[src/hdl/tdc_pkg.sv]
package tdc_pkg;
    localparam logic [15:0] ADDR_CNT1 = 16'hff50;
    localparam logic [15:0] ADDR_CNT2 = 16'hff51;
    localparam logic [15:0] ADDR_CMP1 = 16'hff52;
    localparam logic [15:0] ADDR_CMP2 = 16'hff53;
    localparam logic [15:0] ADDR_CTL1 = 16'hff54;
    localparam logic [15:0] ADDR_CTL2 = 16'hff55;
    localparam logic [15:0] ADDR_SEL1 = 16'hff56;
    localparam logic [15:0] ADDR_SEL2 = 16'hff57;
    localparam int EN_BIT = 7;
    localparam int PWM_BIT = 6;
    localparam int CHAIN_BIT = 4;
    localparam int FHI_BIT = 3;
    localparam int FLO_BIT = 2;
    localparam int TOG_BIT = 1;
    localparam int GATE_BIT = 0;
    localparam logic [7:0] CTL_RESET = 8'h00;
    localparam logic [7:0] SEL_RESET = 8'h00;
    localparam logic [7:0] CTL1_KEEP = 8'hc3;
    localparam logic [7:0] CTL2_KEEP = 8'hd3;
    localparam logic [7:0] CNT_RESET = 8'h00;
    localparam logic [7:0] CMP_RESET = 8'h00;
    localparam logic [7:0] CNT_TOP = 8'hff;
    localparam logic [2:0] SEL_FALL = 3'h0;
    localparam logic [2:0] SEL_RISE = 3'h1;
    localparam logic [2:0] SEL_DIV4 = 3'h2;
    localparam logic [2:0] SEL_DIV8 = 3'h3;
    localparam logic [2:0] SEL_DIV16 = 3'h4;
    localparam logic [2:0] SEL_DIV32 = 3'h5;
    localparam logic [2:0] SEL_DIV128 = 3'h6;
    localparam logic [2:0] SEL_DIV512 = 3'h7;
    localparam int PRESC_W = 9;
endpackage

[src/hdl/tdc_timer.sv]
`timescale 1ns/1ps
module tdc_timer
    import tdc_pkg::*;
(
    input wire logic clk,
    input wire logic rst,
    input wire logic [15:0] bus_addr,
    input wire logic bus_wr,
    input wire logic bus_rd,
    input wire logic [7:0] bus_wdata,
    output logic [7:0] bus_rdata,
    input wire logic first_event_input,
    input wire logic second_event_input,
    output logic first_timer_output,
    output logic second_timer_output,
    output logic first_output_gate,
    output logic second_output_gate,
    output logic first_match_interrupt,
    output logic second_match_interrupt
);

    // ****************************************
    // state
    // ****************************************
    typedef struct packed {
        logic [1:0][7:0] cnt;
        logic [1:0][7:0] cmp;
        logic [1:0][7:0] ctl;
        logic [1:0][2:0] sel;
        logic [1:0][PRESC_W-1:0] presc;
        logic [1:0][2:0] sync;
        logic [1:0] pend;
        logic [1:0] lat;
        logic [1:0] act;
        logic [1:0] out;
        logic [1:0] irq;
        logic [7:0] rdata;
    } tdc_state_t;

    tdc_state_t s_r;
    tdc_state_t s_nxt;

    logic chain;
    logic [1:0] run;
    logic [1:0] hold;
    logic [1:0] raw;
    logic [1:0] go;
    logic [1:0] zap;
    logic [1:0] hit;
    logic full;

    function automatic logic div_tick(input logic [2:0] code,
                                      input logic [PRESC_W-1:0] p);
        logic r;
        r = 1'b0;
        unique case (code)
            SEL_DIV4: r = &p[1:0];
            SEL_DIV8: r = &p[2:0];
            SEL_DIV16: r = &p[3:0];
            SEL_DIV32: r = &p[4:0];
            SEL_DIV128: r = &p[6:0];
            SEL_DIV512: r = &p[8:0];
            SEL_FALL, SEL_RISE: r = 1'b0;
        endcase
        return r;
    endfunction

    function automatic logic [15:0] cnt_addr(input int n);
        return (n == 0) ? ADDR_CNT1 : ADDR_CNT2;
    endfunction

    // ****************************************
    // next state
    // ****************************************
    always_comb
    begin
        s_nxt = s_r;
        s_nxt.irq = 2'b00;
        chain = s_r.ctl[1][CHAIN_BIT];
        for (int n = 0; n < 2; n++)
        begin
            s_nxt.sync[n] = {s_r.sync[n][1:0],
                (n == 0) ? first_event_input : second_event_input};
            unique case (s_r.sel[n])
                SEL_FALL: raw[n] = s_r.sync[n][2] & ~s_r.sync[n][1];
                SEL_RISE: raw[n] = s_r.sync[n][1] & ~s_r.sync[n][2];
                default: raw[n] = div_tick(s_r.sel[n], s_r.presc[n]);
            endcase
            run[n] = chain ? s_r.ctl[0][EN_BIT] : s_r.ctl[n][EN_BIT];
            zap[n] = chain ? ~s_r.ctl[0][EN_BIT] & ~s_r.ctl[1][EN_BIT]
                           : ~s_r.ctl[n][EN_BIT];
            hold[n] = bus_rd && (bus_addr == cnt_addr(n));
        end
        if (chain)
        begin
            hold[0] = hold[0] | hold[1];
            hold[1] = hold[0];
        end
        // a read stalls the count; the missed tick is applied next cycle
        go[0] = (raw[0] | s_r.pend[0]) & run[0] & ~hold[0];
        s_nxt.pend[0] = (raw[0] | s_r.pend[0]) & run[0] & hold[0];
        full = (s_r.cnt[0] == s_r.cmp[0]) && (s_r.cnt[1] == s_r.cmp[1]);
        if (chain)
        begin
            go[1] = go[0] && (s_r.cnt[0] == CNT_TOP) && !full;
            s_nxt.pend[1] = 1'b0;
            hit[0] = go[0] && full;
            hit[1] = go[1]
                && (8'(s_r.cnt[1] + 8'h01) == s_r.cmp[1]);
        end
        else
        begin
            go[1] = (raw[1] | s_r.pend[1]) & run[1] & ~hold[1];
            s_nxt.pend[1] = (raw[1] | s_r.pend[1]) & run[1] & hold[1];
            for (int n = 0; n < 2; n++)
                hit[n] = go[n] && !s_r.ctl[n][PWM_BIT]
                    && (s_r.cnt[n] == s_r.cmp[n]);
        end
        for (int n = 0; n < 2; n++)
        begin
            if (zap[n])
            begin
                s_nxt.cnt[n] = CNT_RESET;
                s_nxt.presc[n] = '0;
                s_nxt.pend[n] = 1'b0;
                s_nxt.act[n] = 1'b0;
            end
            else
            begin
                if (run[n])
                    s_nxt.presc[n] = PRESC_W'(s_r.presc[n] + 1'b1);
                if (hit[n] && !(chain && n == 1))
                    s_nxt.cnt[n] = CNT_RESET;
                else if (go[n])
                    s_nxt.cnt[n] = 8'(s_r.cnt[n] + 8'h01);
                if (go[n] && s_r.ctl[n][PWM_BIT] && !chain)
                begin
                    if (s_r.cnt[n] == s_r.cmp[n])
                        s_nxt.act[n] = 1'b0;
                    else if (s_r.cnt[n] == CNT_TOP)
                        s_nxt.act[n] = 1'b1;
                end
            end
            if (!run[n])
                s_nxt.act[n] = 1'b0;
            if (hit[n])
            begin
                s_nxt.irq[n] = 1'b1;
                if (s_r.ctl[n][TOG_BIT])
                    s_nxt.lat[n] = ~s_r.lat[n];
            end
        end
        if (chain && hit[0])
            s_nxt.cnt[1] = CNT_RESET;
        // ****************************************
        // register writes
        // ****************************************
        if (bus_wr)
        begin
            for (int n = 0; n < 2; n++)
            begin
                if (bus_addr == ((n == 0) ? ADDR_CTL1 : ADDR_CTL2))
                begin
                    s_nxt.ctl[n] = bus_wdata
                        & ((n == 0) ? CTL1_KEEP : CTL2_KEEP);
                    // code 11 is prohibited; treated as no change
                    if (bus_wdata[FHI_BIT] && !bus_wdata[FLO_BIT])
                        s_nxt.lat[n] = 1'b1;
                    else if (!bus_wdata[FHI_BIT] && bus_wdata[FLO_BIT])
                        s_nxt.lat[n] = 1'b0;
                end
                if (bus_addr == ((n == 0) ? ADDR_SEL1 : ADDR_SEL2))
                    s_nxt.sel[n] = bus_wdata[2:0];
                if (bus_addr == ((n == 0) ? ADDR_CMP1 : ADDR_CMP2))
                    s_nxt.cmp[n] = bus_wdata;
            end
        end
        for (int n = 0; n < 2; n++)
            s_nxt.out[n] = s_nxt.ctl[n][PWM_BIT]
                ? (s_nxt.act[n] ^ s_nxt.ctl[n][TOG_BIT])
                : s_nxt.lat[n];
        // ****************************************
        // register reads
        // ****************************************
        s_nxt.rdata = 8'h00;
        if (bus_rd)
        begin
            unique case (bus_addr)
                ADDR_CNT1: s_nxt.rdata = s_r.cnt[0];
                ADDR_CNT2: s_nxt.rdata = s_r.cnt[1];
                ADDR_CMP1: s_nxt.rdata = s_r.cmp[0];
                ADDR_CMP2: s_nxt.rdata = s_r.cmp[1];
                ADDR_CTL1: s_nxt.rdata = s_r.ctl[0];
                ADDR_CTL2: s_nxt.rdata = s_r.ctl[1];
                ADDR_SEL1: s_nxt.rdata = {5'h00, s_r.sel[0]};
                ADDR_SEL2: s_nxt.rdata = {5'h00, s_r.sel[1]};
                default: s_nxt.rdata = 8'h00;
            endcase
        end
    end

    always_ff @(posedge clk)
    begin
        if (rst)
        begin
            s_r <= '0;
            s_r.ctl <= {CTL_RESET, CTL_RESET};
            s_r.sel <= {SEL_RESET[2:0], SEL_RESET[2:0]};
            s_r.cnt <= {CNT_RESET, CNT_RESET};
            s_r.cmp <= {CMP_RESET, CMP_RESET};
        end
        else
            s_r <= s_nxt;
    end

    assign bus_rdata = s_r.rdata;
    assign first_timer_output = s_r.out[0];
    assign second_timer_output = s_r.out[1];
    assign first_output_gate = s_r.ctl[0][GATE_BIT];
    assign second_output_gate = s_r.ctl[1][GATE_BIT];
    assign first_match_interrupt = s_r.irq[0];
    assign second_match_interrupt = s_r.irq[1];
endmodule // tdc_timer

[config.mk]
export PLATFORM = sky130hd
export DESIGN_NAME = tdc_timer
export DESIGN_NICKNAME = d
export VERILOG_FILES = /design/src/hdl/tdc_pkg.sv /design/src/hdl/tdc_timer.sv
export SDC_FILE = /design/constraint.sdc
export NUM_CORES = 1
export LEC_CHECK = 0
export BUFFER_PORTS_ARGS = -buffer_cell sky130_fd_sc_hd__buf_2
export CAP_MARGIN = 20
export CORE_MARGIN = 5
export CORE_UTILIZATION = 40
export CTS_BUF_LIST = sky130_fd_sc_hd__clkbuf_2 sky130_fd_sc_hd__clkbuf_4 sky130_fd_sc_hd__clkbuf_8
export DETAILED_ROUTE_END_ITERATION = 7
export GPL_ROUTABILITY_DRIVEN = 0
export SKIP_CTS_REPAIR_TIMING = 1
export SYNTH_ARGS = -nofsm -noshare
export SYNTH_HDL_FRONTEND = slang
export SYNTH_SLANG_ARGS = --single-unit
[constraint.sdc]
create_clock -name clk -period 5.4 [get_ports clk]
set_clock_uncertainty 0.15 [all_clocks]
set_input_delay 0.54 -clock clk [delete_from_list [all_inputs] [get_ports clk]]
set_output_delay 0.54 -clock clk [all_outputs]
set_load 0.03 [all_outputs]
After elaboration in Yosys (flattened, before gate mapping)
Index checks and enable logic that the tools add are counted.
{"block": "word_totals", "ff_bits": 89, "word_cells": 173}
{"block": "classes", "add_sub_neg": 4, "n_eq_ne": 27, "mux": 41, "bitwise": 27, "reduce_logical": 53}
{"cell": "== test 16 bit, second input constant", "count": 8}
{"cell": "one-hot mux 8 bit (8 select lines)", "count": 1}
{"cell": "two-way mux 1 bit", "count": 28}
{"cell": "== test 3 bit, second input constant", "count": 8}
{"cell": "== test 8 bit", "count": 3}
{"cell": "two-way mux 21 bit", "count": 1}
{"cell": "logical AND 1 bit", "count": 19}
{"cell": "adder 9 x 1 -> 9 bit, second input constant", "count": 2}
{"cell": "AND reduction 9 bit", "count": 2}
{"cell": "adder 8 x 1 -> 8 bit, second input constant", "count": 2}
{"cell": "== test 8 bit, second input constant", "count": 2}
{"cell": "AND reduction 2 bit", "count": 8}
{"cell": "one-hot mux 1 bit (7 select lines)", "count": 2}
{"cell": "AND reduction 7 bit", "count": 2}
{"cell": "== test 3 x 2 -> 1 bit, second input constant", "count": 4}
{"cell": "AND 1 bit", "count": 11}
{"cell": "NOT 1 bit", "count": 11}
{"cell": "AND reduction 5 bit", "count": 2}
{"cell": "OR reduction 2 bit", "count": 5}
{"cell": "two-way mux 8 bit", "count": 1}
{"cell": "AND reduction 4 bit", "count": 2}
{"cell": "two-way mux 7 bit", "count": 1}
{"cell": "== test 3 x 1 -> 1 bit, second input constant", "count": 2}
{"cell": "logical NOT 1 bit", "count": 6}
{"cell": "9 further kinds", "count": 19}

Depth between registers and ports, before layout
{"block": "logic_depth", "ltp_word": 17, "depth_mapped": 14}

Least setup slack after synthesis
Ideal clock, no wire load.
{"block": "synth_timing", "kind": "flip-flop to flip-flop", "startpoint": "reg s_r[24] in the netlist's numbering", "endpoint": "reg s_r, in the netlist first_timer_output", "setup_time_ns": 0.117, "arrival_time_ns": 2.668, "required_time_ns": 5.133, "setup_slack_ns": 2.465, "path_stages_with_launch": 14, "path_buffers": 0, "period_less_slack_ns": 2.935, "cell_sequence": "dfxtp_1 -> ha_1 -> nand3_1 -> inv_1 -> and3_1 -> ha_1 -> mux2_1 -> a31o_2 -> a211oi_1 -> nor2_1 -> nand3_1 -> o221ai_1 -> xor2_1 -> a22o_1"}
{"block": "synth_via", "elab_chain_cells": 15, "word_cells_on_any_way": 27}
{"element": "from (decl)", "line": "tdc_timer.sv:40", "source": "tdc_state_t s_r;"}
{"element": "from (signal assigned)", "line": "tdc_timer.sv:213", "source": "s_r <= s_nxt;"}
{"element": "AND reduction 9 bit, or another cell as far along", "line": "tdc_timer.sv:62", "source": "SEL_DIV512: r = &p[8:0];"}
{"element": "one-hot mux 1 bit (7 select lines) (*)", "line": "tdc_timer.sv:56", "source": "unique case (code)"}
{"element": "one-hot mux 1 bit (2 select lines) (*)", "line": "tdc_timer.sv:84", "source": "unique case (s_r.sel[n])"}
{"element": "OR 1 bit (*)", "line": "tdc_timer.sv:100", "source": "go[0] = (raw[0] | s_r.pend[0]) & run[0] & ~hold[0];"}
{"element": "AND 1 bit (*) (2 in a row)", "line": "tdc_timer.sv:100"}
{"element": "logical AND 1 bit", "line": "tdc_timer.sv:116", "source": "hit[n] = go[n] && !s_r.ctl[n][PWM_BIT]"}
{"element": "logical AND 1 bit", "line": "tdc_timer.sv:117", "source": "&& (s_r.cnt[n] == s_r.cmp[n]);"}
{"element": "two-way mux 2 bit", "line": "tdc_timer.sv:103", "source": "if (chain)"}
{"element": "two-way mux 1 bit", "line": "tdc_timer.sv:146", "source": "if (hit[n])"}
{"element": "two-way mux 1 bit", "line": "tdc_timer.sv:169", "source": "else if (!bus_wdata[FHI_BIT] && bus_wdata[FLO_BIT])"}
{"element": "two-way mux 1 bit", "line": "tdc_timer.sv:167", "source": "if (bus_wdata[FHI_BIT] && !bus_wdata[FLO_BIT])"}
{"element": "two-way mux 1 bit", "line": "tdc_timer.sv:162", "source": "if (bus_addr == ((n == 0) ? ADDR_CTL1 : ADDR_CTL2))"}
{"element": "two-way mux 2 bit", "line": "tdc_timer.sv:158", "source": "if (bus_wr)"}
{"element": "two-way mux 1 bit (*)", "line": "tdc_timer.sv:180", "source": "? (s_nxt.act[n] ^ s_nxt.ctl[n][TOG_BIT])"}
Every way passes the cells marked *; elsewhere a longest branch is shown, timed or not.
A chain may end at the register's enable or synchronous reset.

Worst setup path after layout
{"block": "layout_timing", "startpoint": "reg s_r[24] in the netlist's numbering", "endpoint": "reg s_r[90] in the netlist's numbering"}
{"block": "layout_via", "elab_chain_cells": 12, "word_cells_on_any_way": 22}
{"element": "AND reduction 9 bit, or another cell as far along", "line": "tdc_timer.sv:62"}
{"element": "one-hot mux 1 bit (7 select lines) (*)", "line": "tdc_timer.sv:56"}
{"element": "one-hot mux 1 bit (2 select lines) (*)", "line": "tdc_timer.sv:84"}
{"element": "OR 1 bit (*)", "line": "tdc_timer.sv:100"}
{"element": "AND 1 bit (*) (2 in a row)", "line": "tdc_timer.sv:100"}
{"element": "logical AND 1 bit (2 in a row)", "line": "tdc_timer.sv:105", "source": "go[1] = go[0] && (s_r.cnt[0] == CNT_TOP) && !full;"}
{"element": "logical AND 1 bit", "line": "tdc_timer.sv:109", "source": "&& (8'(s_r.cnt[1] + 8'h01) == s_r.cmp[1]);"}
{"element": "two-way mux 2 bit", "line": "tdc_timer.sv:103"}
{"element": "logical AND 1 bit", "line": "tdc_timer.sv:132", "source": "if (hit[n] && !(chain && n == 1))"}
{"element": "OR reduction 4 bit (no line)"}
Marks and branches as above.

==> flow_summary.ini <==
[logic_synthesis]
ys_seq_area_share_pct = 37.6
ys_ff_latch = 89
netlist.area_leader.share_pct = 37.6
synth_compound_area_share_pct = 13.4
yosysTopAreaCell = dfxtp_1
synth_fa_ha_area_share_pct = 2.64
muxShareOfSynthArea_pct = 10.4
synth-simple-area-share_pct = 23.3
netlist_instances = 527
synth_top_family_by_area = simple AND/OR/NAND/NOR gates
ys.flop_type = dfxtp_1
syn-num-nets = 567
synth-edff-count = 0
yosysWarnings = 0
synth_area_leaders = dfxtp_1 38%, mux2i_1 6.6%, nor2_1 5.9%
syn_area_sq_um = 4730
async_reset_ff_share_pct = 0
yosysUniqueCellTypes = 72
avgSynthCellArea_sq_um = 8.98
synth-xor-area-share_pct = 8.49

[global_routing]
antenna_found_initial = 0
grt_max_degree = 39
gr-total-overflow = 0
first_global_vias = 3886
grtUsageTotal_pct = 18.4
grt_pass1_wl_um = 20700

[critical_path]
crit_required_ps = 5520
critical_path_class = reg -> reg
reg2reg_slack_ps = 2070
cp_max_fo = 10
cp-start-kind = flip-flop
ff2ff_path_depth = 13
cp-end-kind = flip-flop
r2r_end = s_r[90]$_SDFFE_PP0N_
cp.arrival_ps = 3450
regToRegStartpoint = s_r[24]$_SDFFE_PP0P_

[hold_path]
hold-path-endpoint = s_nxt[22]$_SDFF_PP0_
hp-class = in -> reg
whs_path_depth = 2
min_from = second_event_input

[floorplan]
io_pins = 44
start_util_pct = 41.1
die_height_um = 119
die_area_sq_um = 14100
placementRows = 39
core_sq_um = 11500
die_x_um = 119

[final_layout]
n_antenna_cell = 0
nFillCells = 1123
fin_nets = 594
area_growth_pct = 9.78
final_util_pct = 45.1
drive_gt1_share_pct = 16.3
final_common_cell = dfxtp_1
final_cell_mix = 89 x dfxtp_1, 74 x nor2_1, 44 x nand2_1

[placed_design]
port_buffers = 43
dp_hpwl_um = 9200

[sta]
whs_ps = 233
setup_viol = 0
worst_pin_slew_ps = 950
drv_slew = 0
fmax_ghz = 0.300
fin_crit_ps = 3330
slew_headroom_pct = 36.1
hold_viol = 0
period_share_pct = 61.7
rsz0062_at_grt = false
setup_tns_ps = 0

[clock_network]
path_clk_slew_ps = 80
cts_made_buffers = 9
cts_tree = done
cts_max_level = 3
clock_path_buffers = 2
clock-sinks = 89
clock_latency_ps = 390
cts_root_buffer = clkbuf_8

[pwr]
power_density_nw_per_um2 = 229
ir_drop_mv = 0.109
p_leak_nw = 2.05

[route]
avgViaCountPerCell = 5.69
vias = 3987
drtAntennaViolNets = 0
dr.pass1.iters = 6
drc = 0
drt_iter0_drc = 386
wirelength_um = 12600
wl_per_cell_um = 18.0

[outcome]
outcome = finished clean

[job]
drv_cap = 0
## worst max-delay path, stage by stage (launching register included)
cell and delay, ps:
dfxtp_1 340, ha_1 240, nand3_1 110, inv_1 70, and3_1 170, ha_1 170
mux2_1 290, a31o_2 240, a211oi_1 430, or2_4 260, o31a_1 410, nor2b_1 120
xnor2_1 180, nor2_1 60
## report_power, final
| part | switching, mW | internal (mW) |
|---|---|---|
| clock | 0.252 | 0.237 |
| combinational | 0.0305 | 0.0153 |
| sequential | 0.000663 | 0.657 |
## per-stage QoR
stage	setup WS (ps)	instance area (sq um)	std cells	power, mW
6_report	2070	5200	701	1.19
3_5_place_dp	2050	4990	686	0.719
2_1_floorplan	2470	4730	527	0.695
5_1_grt	1650	5200	701	1.23
4_1_cts	2030	5200	701	1.20
3_3_place_gp	2120	4990	686	0.719
## area by class of cell
class,instances,area [sq um],area share [%]
multi-input combinational,397,2760,53.0
timing repair buffer,45,230,4.43
sequential,89,1780,34.3
clock buffer,11,151,2.91
inverter,12,45.0,0.867
clock inverter,4,52.6,1.01
tap,143,179,3.44
## layer usage
layer / GRT usage (%) / wire [um]
met5: 0 / 0
met3: 3.39 / 733
met1: 25.7 / 6120
met2: 28.1 / 5580
met4: 7.10 / 191
## cell usage after synthesis, drive strengths merged (3+ instances only)
cell type and instances:
inv 12, xnor2 17, mux4 6, mux2i 31, and3 11, a222oi 6, nand2b 3, a21oi 26
a31o 5, and4 4, nor2 74, nand2 44, and2 3, a22o 5, a211oi 5, nand3 22
clkbuf 16, nor4 8, nor3b 4, nor3 7, o2111ai 3, or2 6, xor2 28, nand4 11
o21ai 5, dfxtp 89, mux2 4, buf 13, nor2b 11, o41ai 3, ha 10, or3 4
## kinds of logic (layout without fill, tap and decap cells)
logic type | count (synthesis) | after routing
muxes | 41 | 41
AOI/OAI and AO/OA | 80 | 80
DFF | 89 | 89
buffers and inverters | 41 | 72
adders and majority gates | 10 | 10
xor gates and xnor gates | 45 | 45
and+or+nand+nor | 221 | 221
## registers in the layout (all words and copies together) (netlist names)
name	flops
chain	1
first_match_interrupt	1
first_timer_output	1
s_r	69
bus_rdata	8
second_match_interrupt	1
second_timer_output	1
second_output_gate	1
run	1
first_output_gate	1
s_nxt	4
## worst max path at each step
stage | startpoint | slack, ps | depth (start not counted) | to
after floorplan | s_r[24]$_SDFFE_PP0P_ | 2470 | 13 | first_timer_output$_SDFF_PP0_
after global placement | s_r[24]$_SDFFE_PP0P_ | 2120 | 13 | first_timer_output$_SDFF_PP0_
after detailed placement | s_r[24]$_SDFFE_PP0P_ | 2050 | 13 | first_timer_output$_SDFF_PP0_
after CTS | s_r[24]$_SDFFE_PP0P_ | 2030 | 13 | first_timer_output$_SDFF_PP0_
after global routing | s_r[24]$_SDFFE_PP0P_ | 1650 | 13 | first_timer_output$_SDFF_PP0_
final | s_r[24]$_SDFFE_PP0P_ | 2070 | 13 | s_r[90]$_SDFFE_PP0N_
No activity file was read; power rests on OpenSTA's default activity.
